## config.mk

```make
export PLATFORM = sky130hd
export DESIGN_NAME = eps_sequencer
export DESIGN_NICKNAME = d
export VERILOG_FILES = /design/src/hdl/eps_pkg.sv /design/src/hdl/eps_fifo.sv /design/src/hdl/eps_sync.sv /design/src/hdl/eps_sequencer.sv
export SDC_FILE = /design/constraint.sdc
export NUM_CORES = 1
export LEC_CHECK = 0
export BUFFER_PORTS_ARGS = -buffer_cell sky130_fd_sc_hd__clkbuf_2
export CAP_MARGIN = 30
export CORE_ASPECT_RATIO = 0.7
export CORE_MARGIN = 3
export CORE_UTILIZATION = 47
export DETAILED_ROUTE_END_ITERATION = 8
export GPL_ROUTABILITY_DRIVEN = 1
export MAX_ROUTING_LAYER = met4
export PLACE_DENSITY = 0.72
export SLEW_MARGIN = 20
export SYNTH_ARGS = -nofsm -noshare
export SYNTH_HDL_FRONTEND = slang
export SYNTH_SLANG_ARGS = --single-unit
export TNS_END_PERCENT = 5
```

## constraint.sdc

```tcl
create_clock -name sys_clk_i -period 12.8 [get_ports sys_clk_i]
set_input_delay 2.56 -clock sys_clk_i [delete_from_list [all_inputs] [get_ports sys_clk_i]]
set_output_delay 2.56 -clock sys_clk_i [all_outputs]
set_load 0.1 [all_outputs]
```

## src/hdl/eps_pkg.sv

```systemverilog
package eps_pkg;

   // =========================================================
   // Geometry
   // =========================================================
   localparam int ADDR_W = 13;
   localparam int DATA_W = 8;
   localparam int ID_SEL_BIT = 9;
   localparam int ID_BYTE_BIT = 0;

   // =========================================================
   // Timing
   // =========================================================
   localparam int CLK_MHZ = 50;
   localparam int LONG_PULSE_US = 1000;
   localparam int LONG_PULSE_CYC = LONG_PULSE_US * CLK_MHZ;
   localparam int SHORT_PULSE_US = 100;
   localparam int SHORT_PULSE_CYC = SHORT_PULSE_US * CLK_MHZ;
   localparam int OVER_MULT = 3;
   localparam int SETUP_US = 2;
   localparam int SETUP_CYC = SETUP_US * CLK_MHZ;
   localparam int OUT_VALID_NS = 150;
   localparam int OUT_VALID_CYC = (OUT_VALID_NS * CLK_MHZ + 999) / 1000 + 2;
   localparam int MAX_PULSES = 25;
   localparam int CNT_W = 32;

   // =========================================================
   // Supply selections
   // =========================================================
   typedef enum logic [1:0] {EPS_SUP_OFF, EPS_SUP_READ, EPS_SUP_LONG, EPS_SUP_SHORT} eps_supply_t;

   // =========================================================
   // Carriers
   // =========================================================
   typedef struct packed {
      logic ce_n;
      logic oe_n;
      logic program_strobe_low;
      logic [ADDR_W-1:0] addr;
      logic [DATA_W-1:0] dout;
      logic dout_oe;
      logic id_hv;
      logic vcc_on;
      logic vpp_on;
      eps_supply_t level;
   } eps_pins_t;

   typedef struct packed {
      logic busy;
      logic done;
      logic fail;
      logic long_method;
      logic [DATA_W-1:0] maker_code;
      logic [DATA_W-1:0] type_code;
      logic [ADDR_W-1:0] fail_addr;
   } eps_status_t;

endpackage

```

## src/hdl/eps_fifo.sv

```systemverilog
`timescale 1ns/1ps
`default_nettype none
module eps_fifo #(
   parameter int WIDTH = 8,
   parameter int DEPTH = 32
) (
   // Clock and reset
   input wire logic clk_i,
   input wire logic rst_b_i,
   // Fill side
   input wire logic in_valid_i,
   output logic in_ready_o,
   input wire logic [WIDTH-1:0] in_data_i,
   // Drain side
   output logic out_valid_o,
   input wire logic out_ready_i,
   output logic [WIDTH-1:0] out_data_o
);
   localparam int PW = $clog2(DEPTH);
   logic [WIDTH-1:0] mem_q [DEPTH];
   logic [PW:0] wr_q;
   logic [PW:0] rd_q;
   logic push;
   logic pop;

   assign in_ready_o = (wr_q - rd_q) != (PW+1)'(DEPTH);
   assign out_valid_o = wr_q != rd_q;
   assign out_data_o = mem_q[rd_q[PW-1:0]];
   assign push = in_valid_i && in_ready_o;
   assign pop = out_valid_o && out_ready_i;

   always_ff @(posedge clk_i)
   begin
      if (push)
      begin
         mem_q[wr_q[PW-1:0]] <= in_data_i;
      end
   end

   always_ff @(posedge clk_i or negedge rst_b_i)
   begin
      if (!rst_b_i)
      begin
         wr_q <= '0;
         rd_q <= '0;
      end
      else
      begin
         if (push)
         begin
            wr_q <= wr_q + 1'b1;
         end
         if (pop)
         begin
            rd_q <= rd_q + 1'b1;
         end
      end
   end
endmodule
`default_nettype wire

```

## src/hdl/eps_sync.sv

```systemverilog
`timescale 1ns/1ps
`default_nettype none
module eps_sync #(
   parameter int WIDTH = 8
) (
   input wire logic clk_i,
   input wire logic rst_b_i,
   input wire logic [WIDTH-1:0] d_i,
   output logic [WIDTH-1:0] q_o
);
   logic [WIDTH-1:0] meta_q;
   logic [WIDTH-1:0] sync_q;

   assign q_o = sync_q;

   // Two stages: pin data changes without regard to our clock.
   always_ff @(posedge clk_i or negedge rst_b_i)
   begin
      if (!rst_b_i)
      begin
         meta_q <= '1;
         sync_q <= '1;
      end
      else
      begin
         meta_q <= d_i;
         sync_q <= meta_q;
      end
   end
endmodule
`default_nettype wire

```

## src/hdl/eps_sequencer.sv

```systemverilog
`timescale 1ns/1ps
`default_nettype none
// Function
// RULE1: long method: 1 ms pulses, max 25
// RULE2: then overprogram pulse of 3X ms
// RULE3: overprogram width within 2.85 to 78.75 ms
// RULE4: long method supplies 6.0 V and 12.5 V
// RULE5: long method: final compare at 5.0 V
// RULE6: chip select high inhibits programming
// RULE7: low strobe with chip select programs byte
// RULE8: verify with gates low, wait 150 ns
// RULE9: high voltage on identifier select enters identifier
// RULE10: byte select picks maker or type code
// RULE11: other address lines low in identifier mode
// RULE12: read identifier first, pick method from it
// RULE13: short method: 100 us pulses until verified
// RULE14: short method: fail after 25 pulses
// RULE15: short method supplies 6.25 V and 12.75 V
// RULE16: short method final compare at 5.0 V
// RULE17: core supply up first, down last
// RULE18: data byte driven in parallel when programming
// RULE19: erased reads ones; only zeros programmable
// RULE20: addresses in order, byte finished before next
// RULE21: fail on compare mismatch or budget exhausted
module eps_sequencer
   import eps_pkg::*;
#(
   parameter int DEPTH = 32,
   parameter int LONG_PULSE_CYCLES = eps_pkg::LONG_PULSE_CYC,
   parameter int SHORT_PULSE_CYCLES = eps_pkg::SHORT_PULSE_CYC,
   parameter int SETUP_CYCLES = eps_pkg::SETUP_CYC,
   parameter logic [7:0] LONG_TYPE_CODE = 8'hA5, // Arbitrary value.
   parameter logic [eps_pkg::ADDR_W-1:0] LAST_ADDR = 13'h1FFF
) (
   // Clock and reset
   input wire logic sys_clk_i,
   input wire logic rst_b_i,
   // User commands
   input wire logic start_i,
   input wire logic [eps_pkg::ADDR_W-1:0] start_addr_i,
   input wire logic [eps_pkg::ADDR_W-1:0] end_addr_i,
   // Source data stream, one byte per address in order
   input wire logic src_valid_i,
   output logic src_ready_o,
   input wire logic [eps_pkg::DATA_W-1:0] src_data_i,
   // Compare data stream, same bytes again for the final pass
   input wire logic cmp_valid_i,
   output logic cmp_ready_o,
   input wire logic [eps_pkg::DATA_W-1:0] cmp_data_i,
   // Device pins
   output eps_pkg::eps_pins_t pins_o,
   input wire logic [eps_pkg::DATA_W-1:0] dev_data_i,
   // Status
   output eps_pkg::eps_status_t status_o
);
   import eps_pkg::*;

   // =========================================================
   // State
   // =========================================================
   typedef enum {
      ST_IDLE, ST_PWR_VCC, ST_PWR_VPP, ST_ID_SETUP, ST_ID_READ, ST_ID_NEXT,
      ST_PROG_SUP, ST_FETCH, ST_SETUP, ST_PULSE, ST_GAP, ST_VERIFY, ST_OVER,
      ST_CMP_SUP, ST_CMP_RD, ST_PWR_DN_VPP, ST_PWR_DN_VCC
   } eps_state_t;

   eps_state_t state_q;
   eps_pins_t pins_q;
   eps_status_t stat_q;
   logic [CNT_W-1:0] tmr_q;
   logic [5:0] iter_q;
   logic [ADDR_W-1:0] addr_q;
   logic [ADDR_W-1:0] last_q;
   logic [DATA_W-1:0] byte_q;
   logic id_byte_q;
   logic fail_q;
   logic fifo_valid;
   logic fifo_pop;
   logic [DATA_W-1:0] fifo_data;
   logic [DATA_W-1:0] rd_data;
   logic cmp_take;

   assign pins_o = pins_q;
   assign status_o = stat_q;

   // =========================================================
   // Source buffer and read-back synchroniser
   // =========================================================
   eps_fifo #(.WIDTH(DATA_W), .DEPTH(DEPTH)) u_fifo (
      .clk_i(sys_clk_i),
      .rst_b_i(rst_b_i),
      .in_valid_i(src_valid_i),
      .in_ready_o(src_ready_o),
      .in_data_i(src_data_i),
      .out_valid_o(fifo_valid),
      .out_ready_i(fifo_pop),
      .out_data_o(fifo_data)
   );

   eps_sync #(.WIDTH(DATA_W)) u_sync (
      .clk_i(sys_clk_i),
      .rst_b_i(rst_b_i),
      .d_i(dev_data_i),
      .q_o(rd_data)
   );

   assign fifo_pop = (state_q == ST_FETCH) && fifo_valid;
   assign cmp_take = (state_q == ST_CMP_RD) && (tmr_q == '0) && cmp_valid_i;
   assign cmp_ready_o = cmp_take;

   // =========================================================
   // Sequencer
   // =========================================================
   always_ff @(posedge sys_clk_i or negedge rst_b_i)
   begin
      if (!rst_b_i)
      begin
         state_q <= ST_IDLE;
         tmr_q <= '0;
         iter_q <= '0;
         addr_q <= '0;
         last_q <= '0;
         byte_q <= 8'hFF;
         id_byte_q <= 1'b0;
         fail_q <= 1'b0;
      end
      else
      begin
         if (tmr_q != '0)
         begin
            tmr_q <= tmr_q - 1'b1;
         end
         case (state_q)
            ST_IDLE:
            begin
               if (start_i)
               begin
                  addr_q <= start_addr_i;
                  last_q <= (end_addr_i > LAST_ADDR) ? LAST_ADDR : end_addr_i;
                  fail_q <= 1'b0;
                  id_byte_q <= 1'b0;
                  tmr_q <= CNT_W'(SETUP_CYCLES);
                  state_q <= ST_PWR_VCC;
               end
            end
            ST_PWR_VCC:
            begin
               // Core supply settles before the programming supply is raised.
               if (tmr_q == '0)
               begin
                  tmr_q <= CNT_W'(SETUP_CYCLES);
                  state_q <= ST_PWR_VPP; // see RULE17
               end
            end
            ST_PWR_VPP:
            begin
               if (tmr_q == '0)
               begin
                  tmr_q <= CNT_W'(SETUP_CYCLES);
                  state_q <= ST_ID_SETUP;
               end
            end
            ST_ID_SETUP:
            begin
               if (tmr_q == '0)
               begin
                  tmr_q <= CNT_W'(OUT_VALID_CYC);
                  state_q <= ST_ID_READ;
               end
            end
            ST_ID_READ:
            begin
               if (tmr_q == '0)
               begin
                  if (!id_byte_q)
                  begin
                     id_byte_q <= 1'b1;
                     tmr_q <= CNT_W'(SETUP_CYCLES);
                     state_q <= ST_ID_SETUP; // see RULE10
                  end
                  else
                  begin
                     tmr_q <= CNT_W'(SETUP_CYCLES);
                     state_q <= ST_PROG_SUP;
                  end
               end
            end
            ST_PROG_SUP:
            begin
               if (tmr_q == '0)
               begin
                  state_q <= ST_FETCH;
               end
            end
            ST_FETCH:
            begin
               if (fifo_valid)
               begin
                  byte_q <= fifo_data;
                  iter_q <= '0;
                  tmr_q <= CNT_W'(SETUP_CYCLES);
                  state_q <= ST_SETUP;
               end
            end
            ST_SETUP:
            begin
               if (tmr_q == '0)
               begin
                  // An all-ones byte needs no pulses: erased cells already read as ones.
                  if (byte_q == 8'hFF)
                  begin
                     state_q <= ST_GAP; // see RULE19
                  end
                  else
                  begin
                     // The timer state lasts one cycle past its load, so a width of N cycles loads N-1.
                     tmr_q <= stat_q.long_method ? CNT_W'(LONG_PULSE_CYCLES - 1) : CNT_W'(SHORT_PULSE_CYCLES - 1);
                     iter_q <= iter_q + 6'd1;
                     state_q <= ST_PULSE; // see RULE1
                  end
               end
            end
            ST_PULSE:
            begin
               if (tmr_q == '0)
               begin
                  tmr_q <= CNT_W'(SETUP_CYCLES);
                  state_q <= ST_GAP;
               end
            end
            ST_GAP:
            begin
               if (tmr_q == '0)
               begin
                  tmr_q <= CNT_W'(OUT_VALID_CYC);
                  state_q <= ST_VERIFY;
               end
            end
            ST_VERIFY:
            begin
               // Read-back is sampled only after the output-valid delay plus sync latency.
               if (tmr_q == '0)
               begin
                  if (rd_data == byte_q)
                  begin
                     if (stat_q.long_method && iter_q != '0)
                     begin
                        tmr_q <= CNT_W'(LONG_PULSE_CYCLES) * CNT_W'(OVER_MULT) * CNT_W'(iter_q) - 1'b1;
                        state_q <= ST_OVER; // see RULE2, RULE3
                     end
                     else if (addr_q == last_q)
                     begin
                        tmr_q <= CNT_W'(SETUP_CYCLES);
                        state_q <= ST_CMP_SUP;
                     end
                     else
                     begin
                        addr_q <= addr_q + 1'b1;
                        state_q <= ST_FETCH; // see RULE20
                     end
                  end
                  else if (iter_q >= 6'(MAX_PULSES))
                  begin
                     fail_q <= 1'b1;
                     tmr_q <= CNT_W'(SETUP_CYCLES);
                     state_q <= ST_PWR_DN_VPP; // see RULE14, RULE21
                  end
                  else
                  begin
                     tmr_q <= stat_q.long_method ? CNT_W'(LONG_PULSE_CYCLES - 1) : CNT_W'(SHORT_PULSE_CYCLES - 1);
                     iter_q <= iter_q + 6'd1;
                     state_q <= ST_PULSE; // see RULE13
                  end
               end
            end
            ST_OVER:
            begin
               if (tmr_q == '0)
               begin
                  iter_q <= '0;
                  tmr_q <= CNT_W'(SETUP_CYCLES);
                  if (addr_q == last_q)
                  begin
                     state_q <= ST_CMP_SUP;
                  end
                  else
                  begin
                     addr_q <= addr_q + 1'b1;
                     state_q <= ST_FETCH; // see RULE20
                  end
               end
            end
            ST_CMP_SUP:
            begin
               if (tmr_q == '0)
               begin
                  addr_q <= start_addr_i;
                  tmr_q <= CNT_W'(SETUP_CYCLES);
                  state_q <= ST_CMP_RD;
               end
            end
            ST_CMP_RD:
            begin
               if (cmp_take)
               begin
                  if (rd_data != cmp_data_i)
                  begin
                     fail_q <= 1'b1; // see RULE21
                  end
                  tmr_q <= CNT_W'(SETUP_CYCLES);
                  if (addr_q == last_q)
                  begin
                     state_q <= ST_PWR_DN_VPP;
                  end
                  else
                  begin
                     addr_q <= addr_q + 1'b1;
                  end
               end
            end
            ST_PWR_DN_VPP:
            begin
               if (tmr_q == '0)
               begin
                  tmr_q <= CNT_W'(SETUP_CYCLES);
                  state_q <= ST_PWR_DN_VCC; // see RULE17
               end
            end
            ST_PWR_DN_VCC:
            begin
               if (tmr_q == '0)
               begin
                  state_q <= ST_IDLE;
               end
            end
            default:
            begin
               state_q <= ST_IDLE;
            end
         endcase
      end
   end

   // =========================================================
   // Pin drive, registered so outputs come from flip-flops
   // =========================================================
   always_ff @(posedge sys_clk_i or negedge rst_b_i)
   begin
      if (!rst_b_i)
      begin
         pins_q <= '{ce_n: 1'b1, oe_n: 1'b1, program_strobe_low: 1'b1, addr: '0, dout: '0,
                     dout_oe: 1'b0, id_hv: 1'b0, vcc_on: 1'b0, vpp_on: 1'b0, level: EPS_SUP_OFF};
      end
      else
      begin
         pins_q.ce_n <= !(state_q inside {ST_ID_SETUP, ST_ID_READ, ST_SETUP, ST_PULSE, ST_GAP,
                                           ST_VERIFY, ST_OVER, ST_CMP_RD}); // see RULE6
         pins_q.oe_n <= !(state_q inside {ST_ID_READ, ST_VERIFY, ST_CMP_RD}); // see RULE8
         pins_q.program_strobe_low <= !(state_q inside {ST_PULSE, ST_OVER}); // see RULE7
         pins_q.dout <= byte_q;
         pins_q.dout_oe <= state_q inside {ST_SETUP, ST_PULSE, ST_GAP, ST_OVER}; // see RULE18
         if (state_q inside {ST_ID_SETUP, ST_ID_READ})
         begin
            pins_q.addr <= '0;
            pins_q.addr[ID_SEL_BIT] <= 1'b1;
            pins_q.addr[ID_BYTE_BIT] <= id_byte_q; // see RULE11
            pins_q.id_hv <= 1'b1; // see RULE9
         end
         else
         begin
            pins_q.addr <= addr_q;
            pins_q.id_hv <= 1'b0;
         end
         pins_q.vcc_on <= !(state_q inside {ST_IDLE});
         pins_q.vpp_on <= !(state_q inside {ST_IDLE, ST_PWR_VCC, ST_PWR_DN_VCC, ST_CMP_SUP, ST_CMP_RD,
                                            ST_PWR_DN_VPP, ST_ID_SETUP, ST_ID_READ}); // see RULE17, RULE16
         if (state_q inside {ST_PROG_SUP, ST_FETCH, ST_SETUP, ST_PULSE, ST_GAP, ST_VERIFY, ST_OVER})
         begin
            pins_q.level <= stat_q.long_method ? EPS_SUP_LONG : EPS_SUP_SHORT; // see RULE4, RULE15
         end
         else if (state_q == ST_IDLE)
         begin
            pins_q.level <= EPS_SUP_OFF;
         end
         else
         begin
            pins_q.level <= EPS_SUP_READ; // see RULE5
         end
      end
   end

   // =========================================================
   // Status
   // =========================================================
   always_ff @(posedge sys_clk_i or negedge rst_b_i)
   begin
      if (!rst_b_i)
      begin
         stat_q <= '0;
      end
      else
      begin
         stat_q.busy <= state_q != ST_IDLE;
         stat_q.fail <= fail_q;
         stat_q.fail_addr <= addr_q;
         if (state_q == ST_IDLE && start_i)
         begin
            stat_q.done <= 1'b0;
         end
         else if (state_q == ST_PWR_DN_VCC && tmr_q == '0)
         begin
            stat_q.done <= 1'b1;
         end
         if (state_q == ST_ID_READ && tmr_q == '0)
         begin
            if (!id_byte_q)
            begin
               stat_q.maker_code <= rd_data;
            end
            else
            begin
               stat_q.type_code <= rd_data;
               stat_q.long_method <= rd_data == LONG_TYPE_CODE; // see RULE12
            end
         end
      end
   end
endmodule
`default_nettype wire

```

==> impl_metrics.toml, run 1 <==
[global_route]
grt_max_degree = 99
grt_pass1_wl_mm = 76.3
track_usage = 0.226
antenna_found_initial = 2
use_met3 = 0.0387
grt_pass1_vias = 12900
grtUsageMet2 = 0.330
overflow = 0
globalRoute.busiestLayer = "met1"
met1_usage = 0.330

[final_layout]
drive_gt1_frac = 0.227
fin_nets = 1730
areaGrowthSynthToFinish_pct = 13.3

[flow_run]
cap_violations = 0

[timing]
fin_crit_ns = 6.06
max_freq_mhz = 165
min_period_over_period = 0.474
slew_headroom = 0.403
timing.hold.ws_ns = 0.355
finalSetupTns_ns = 0
rsz0062_at_grt = "false"
setup_viol = 0
slew_viol_final = 0
worst_slew_pin_slew_ns = 0.896
finalHoldViolations = 0
skew_ns = 0.0309

[status]
status = "completed"

[detailed_routing]
first_pass_iters = 7
antenna_left = 0
dr.first_iter.drc_count = 1655
drt_wl_total_mm = 49.9
route.detailed.drc = 0
wl_per_cell_um = 22.8
detail_route.vias_per_cell = 6.06
vias = 13300

[critical_path]
crit_fanout = 20
setup.worst_path.start = "u_fifo.rd_q[2]$_DFFE_PN0P_"
cpPeakStageDelay_ns = 0.90
arrival_ns = 3.50
cpMostUsedCell = "o21a_1"
rr_endpoint = "tmr_q[27]$_DFF_PN0_"
critPathKind = "flip-flop to output pin"
crit_family = "flip-flops"
slowest_stage = "dfrtp_1"
required_ns = 10.24
crit_buf_inv = 2
start_kind = "flip-flop"
worstPathCellList = "inv_1 -> ha_1 -> o21a_1 -> o21a_1 -> or4_1 -> a221o_1 -> clkbuf_2"
rrSetupSlack_ns = 7.08
r2r-start = "iter_q[3]$_DFFE_PN0P_"
cp-end-kind = "output pin"
r2r_cells = 14

[synthesis]
ys_seq_area_frac = 0.595
syn-instance-count = 1509
synth_top_area_frac = 0.383
synth_area_sq_um = 20100
synth_nets = 1627
synth_area_leaders = "edfxtp_1 (38%), dfrtp_1 (18%), mux4_2 (9.0%), dfstp_2 (3.5%), ha_1 (3.2%)"
synth_most_common_cell = "edfxtp_1"
synth_edf_count = 256
ys_warn_count = 0
synth_common_cells = "edfxtp_1 (256), dfrtp_1 (142), nand2_1 (131)"
ys_ff_latch = 425
synth_cell_types = 85
yosys.area.top_type = "edfxtp_1"
async_reset_ff_frac = 0.398
avgSynthCellArea_sq_um = 13.3
synth_ff_type = "edfxtp_1"

[floorplan]
die_h_um = 179
io_pins = 120
die_w_um = 253
core_sq_um = 41600
initial_utilization = 0.483
die-area_sq_um = 45300
rows = 62

[clock_tree]
clkLatencyLatePin_ns = 0.57
ctsResizeCount = 0
cts_buffers = 42
post_cts.repair.setup_buffers = 0
clk_pin_slew_ns = 0.06
htree_levels = 2
hold_buffers = 0
cts_tree = "yes"
cts_buffer_depth = 3
cts_root_buf = "clkbuf_16"
cts.sinks = 425

[power]
power_density_nw_per_um2 = 239
p_comb_frac = 0.391
p_seq_frac = 0.359
finalPower_mw = 5.44
p_int_mw = 3.22
leakage_nw = 8.75
power_switching_mw = 2.22
vdd_drop_max_mv = 0.296
p_clk_frac = 0.250
switching_share = 0.408

[worst_hold_path]
holdCritPathClass = "flip-flop to flip-flop"
hold_depth = 0
hold_end = "u_sync.q_o[2]$_DFF_PN1_"
min_from = "u_sync.meta_q[2]$_DFF_PN1_"

[placed_design]
port_buffers = 119
routabilityCongestion = 0.925
dp_hpwl_mm = 34.0
-- worst max path at each step --
stage                     slack [ns]  cells past startpoint                   to
after floorplan                 6.90                      1          cmp_ready_o
after global placement          6.94                      3          cmp_ready_o
after detailed placement        6.95                      3          cmp_ready_o
after CTS                       6.78                      7          src_ready_o
after global routing            6.70                     14  tmr_q[27]$_DFF_PN0_
final                           6.74                      7          src_ready_o
-- kinds of logic (layout without fill, tap and decap cells) --
family,count (synthesis),in the layout,share of synthesized area
adders and majority gates,63,63,0.0433
AOI/OAI and AO/OA,258,258,0.0815
buffers and inverters,114,250,0.0232
other,0,1,0
xor gates and xnor gates,94,94,0.0410
and+or+nand+nor,452,452,0.114
muxes,103,103,0.102
DFF,425,425,0.595
-- cells in the final DEF, fill, tap and decap left out, types with 19 or more instances in the layout --
cell       instances
xor2_1            28
mux4_2            80
dfstp_2           27
mux2_2            19
nand2_1          131
xnor2_1           66
clkbuf_16         43
clkbuf_2         118
a21oi_1           75
nor3_1            35
edfxtp_1         256
o21ai_0           62
dfrtp_1          140
nand4_1           23
nor2_1            99
ha_1              52
nand3_1           26
inv_1             37
-- power by group through the flow --
stage	Combinational (mW)	Clock (mW)	Sequential, mW
finish	2.12	1.36	1.95
global route	2.26	1.43	1.98
CTS	2.11	1.37	1.95
detailed placement	2.09	0	1.97
global placement	2.05	0	1.96
floorplan	1.18	0	2.38
-- worst reg2reg max path: cells and delay by family, from the launching register on --
family                   cells  cell delay, ns
adder cells (fa/ha/maj)      4            1.92
AND/OR/NAND/NOR              4            1.31
flip-flops                   1            0.57
AO/OA/AOI/OAI                4            1.53
buffers and inverters        2            0.27
-- metrics by stage --
step           worst slack [ns]  cells  instance area [sq um]   util
5_1_grt                    6.70   2190                  22800  0.547
3_5_place_dp               6.95   2110                  21200  0.509
4_1_cts                    6.78   2187                  22700  0.546
3_3_place_gp               6.94   2109                  21200  0.509
2_1_floorplan              6.90   1509                  20100      -
6_report                   6.74   2190                  22800  0.547
-- flip-flops by register name (all words and copies together) (netlist names), 13 cells and up --
name	flops
status_o	32
pins_o	30
tmr_q	32
last_q	13
u_fifo.mem_q	256
addr_q	13
-- layout make-up --
type                    instances  area (sq um)
well taps                     544           681
clock inverters                30           420
repair buffers                133           759
flip-flops and latches        425         12000
clock buffers                  47          1110
diodes                          1          2.50
fillers                      3313         18800
inverters                      40           150
multi-input cells             970          7680
-- per-layer routing --
metal | routed length [um] | up-vias
li1 | - | 5891
met5 | 0 | -
met1 | 22800 | 6726
met4 | 1300 | 0
met2 | 22400 | 560
met3 | 3450 | 103
Power figures use the tool's default switching activity.
==> run 2, diff against run 1 <==
--- a/config.mk
+++ b/config.mk
@@ -5,6 +5,7 @@
 export SDC_FILE = /design/constraint.sdc
 export NUM_CORES = 1
 export LEC_CHECK = 0
+export ABC_AREA = 1
 export BUFFER_PORTS_ARGS = -buffer_cell sky130_fd_sc_hd__clkbuf_2
 export CAP_MARGIN = 30
 export CORE_ASPECT_RATIO = 0.7
@@ -13,7 +14,7 @@
 export DETAILED_ROUTE_END_ITERATION = 8
 export GPL_ROUTABILITY_DRIVEN = 1
 export MAX_ROUTING_LAYER = met4
-export PLACE_DENSITY = 0.72
+export PLACE_DENSITY = 0.75
 export SLEW_MARGIN = 20
 export SYNTH_ARGS = -nofsm -noshare
 export SYNTH_HDL_FRONTEND = slang
==> constraint.sdc (replaced) <==
create_clock -name sys_clk_i -period 5.2 [get_ports sys_clk_i]
set_input_delay 1.04 -clock sys_clk_i [delete_from_list [all_inputs] [get_ports sys_clk_i]]
set_output_delay 1.04 -clock sys_clk_i [all_outputs]
set_load 0.1 [all_outputs]
==> impl_metrics.toml, run 2 <==
[synthesis]
synth_common_cells = "nand2_1 (471), nor2_1 (323), edfxtp_1 (256)"
ys_ff_latch = 425
synth_edf_count = 256
synth_top_area_frac = 0.365
synth_nets = 2348
ys_seq_area_frac = 0.567
synth_ff_type = "edfxtp_1"
synth_most_common_cell = "nand2_1"
ys_warn_count = 0
async_reset_ff_frac = 0.398
synth_cell_types = 57
synth_area_leaders = "edfxtp_1 (36%), dfrtp_1 (17%), nand2_1 (8.4%), nor2_1 (5.7%), o21ai_0 (5.1%)"
synth_area_sq_um = 21100
syn-instance-count = 2230
yosys.area.top_type = "edfxtp_1"
avgSynthCellArea_sq_um = 9.46

[power]
switching_share = 0.432
vdd_drop_max_mv = 0.319
p_seq_frac = 0.344
p_comb_frac = 0.400
p_int_mw = 7.46
leakage_nw = 10.4
p_clk_frac = 0.257
power_switching_mw = 5.68
power_density_nw_per_um2 = 546

[clock_tree]
ctsResizeCount = 0
htree_levels = 2
cts_tree = "yes"
clk_pin_slew_ns = 0.06
post_cts.repair.setup_buffers = 0
cts_root_buf = "clkbuf_16"
hold_buffers = 0
cts_buffer_depth = 3
clkLatencyLatePin_ns = 0.56
cts_buffers = 43
cts.sinks = 425

[critical_path]
critPathKind = "flip-flop to flip-flop"
arrival_ns = 4.99
setup.worst_path.start = "iter_q[3]$_DFFE_PN0P_"
required_ns = 5.68
r2r-start = "iter_q[3]$_DFFE_PN0P_"
cp-end-kind = "flip-flop"
start_kind = "flip-flop"
crit_fanout = 7

[global_route]
track_usage = 0.248
grt_pass1_wl_mm = 89.7
overflow = 0
grt_max_degree = 107
antenna_found_initial = 0
grt_pass1_vias = 15800

[final_layout]
final.fill_count = 3778
final_area_sq_um = 24000
drive_gt1_frac = 0.133
diodes = 0
largest_reg_flops = 256
areaGrowthSynthToFinish_pct = 14.0
layout_common_cells = "nand2_1 (471), nor2_1 (323), edfxtp_1 (256)"
fin_nets = 2479
layout_commonest_cell = "nand2_1"

[timing]
max_freq_mhz = 222
fin_crit_ns = 4.51
rsz0062_at_grt = "false"
finalSetupTns_ns = 0
skew_ns = 0.0230
worst_slew_pin_slew_ns = 0.888
setup_viol = 0
slew_headroom = 0.407
slew_viol_final = 0
finalHoldViolations = 0
min_period_over_period = 0.868
fin_ws_ns = 0.688

[detailed_routing]
dr.first_iter.drc_count = 2097
detail_route.vias_per_cell = 5.61
antenna_left = 0
vias = 16800
drt_wl_total_mm = 57.8
first_pass_iters = 6
wl_per_cell_um = 19.3
route.detailed.drc = 0

[placed_design]
routabilityCongestion = 0.956
port_buffers = 119
dp_hpwl_mm = 39.8
pre_cts_slack_ns = 0.771
place_area_sq_um = 22400

[floorplan]
core_sq_um = 44000
rows = 64
io_pins = 120
die_w_um = 259
initial_utilization = 0.480
die_h_um = 183
die-area_sq_um = 47500

[flow_run]
cap_violations = 0

[status]
status = "completed"

[worst_hold_path]
min_from = "u_sync.meta_q[6]$_DFF_PN1_"
holdCritPathClass = "flip-flop to flip-flop"
## run 2: cell type report
class                      instances  area (sq um)  share of cell area
clock buffer                      56          1230              0.0511
clock inverter                    23           328              0.0136
inverter                         209           787              0.0327
multi-input combinational       1525          8050               0.335
sequential                       425         12000               0.497
tap                              594           743              0.0309
timing repair buffer             157           947              0.0394
## run 2: cell families (layout without fill, tap and decap cells)
family	after synthesis	after routing	synth area share
simple gates	1033	1033	0.213
compound gates	350	350	0.0943
buf+inv	280	445	0.0514
xor+xnor	79	79	0.0328
flops	425	425	0.567
fa+ha+maj	63	63	0.0413
## run 2: worst max-delay path: stages (launching register included)
cell and delay, ns:
dfrtp_1 0.50, inv_1 0.21, fa_1 0.61, inv_1 0.10
fa_1 0.53, fa_1 0.41, ha_1 0.39, nand2_1 0.07
nand2_1 0.09, inv_1 0.06, nand2_1 0.13, nand2_1 0.08
nand2_1 0.14, nand3_1 0.09, nor2_1 0.27, nand3_1 0.16
inv_1 0.15, nand2_1 0.09, o21ai_0 0.19, nand3_1 0.09
nand2_1 0.08
## run 2: through the flow
stage / util / cells / hold WS [ns] / total power [mW]
4_1_cts: 0.546 / 2987 / 0.355 / 13.1
3_3_place_gp: 0.511 / 2908 / 0.346 / 9.60
6_report: 0.547 / 2989 / 0.355 / 13.1
3_5_place_dp: 0.511 / 2908 / 0.347 / 9.69
2_1_floorplan: - / 2230 / 0.345 / 8.38
5_1_grt: 0.547 / 2989 / 0.357 / 13.8
## run 2: worst paths after layout
path | to | slack, ns | cells past startpoint
max | tmr_q[21]$_DFF_PN0_ | 0.69 | 20
min | u_sync.q_o[6]$_DFF_PN1_ | 0.36 | 0
max reg2reg | tmr_q[21]$_DFF_PN0_ | 0.69 | 20
min reg2reg | u_sync.q_o[6]$_DFF_PN1_ | 0.36 | 0
max in group asynchronous | u_fifo.rd_q[0]$_DFFE_PN0P_ | 3.67 | 2
min in group asynchronous | pins_o[4]$_DFF_PN0_ | 0.52 | 1
## run 2: per-layer routing
layer,part of all wire,up-vias,wire length (um),global-route usage
met1,0.46,8026,26300,0.378
met2,0.42,853,24100,0.339
li1,-,7802,-,-
met4,0.016,0,935,0.0540
met3,0.11,75,6410,0.0531
met5,0,-,0,-
## run 2: power groups by stage
stage               sequential (mW)  combinational [mW]  clock (mW)
floorplan                      5.55                2.84           0
global placement               4.55                5.05           0
detailed placement             4.58                5.12           0
CTS                            4.51                5.16        3.41
global route                   4.57                5.69        3.56
finish                         4.51                5.25        3.37
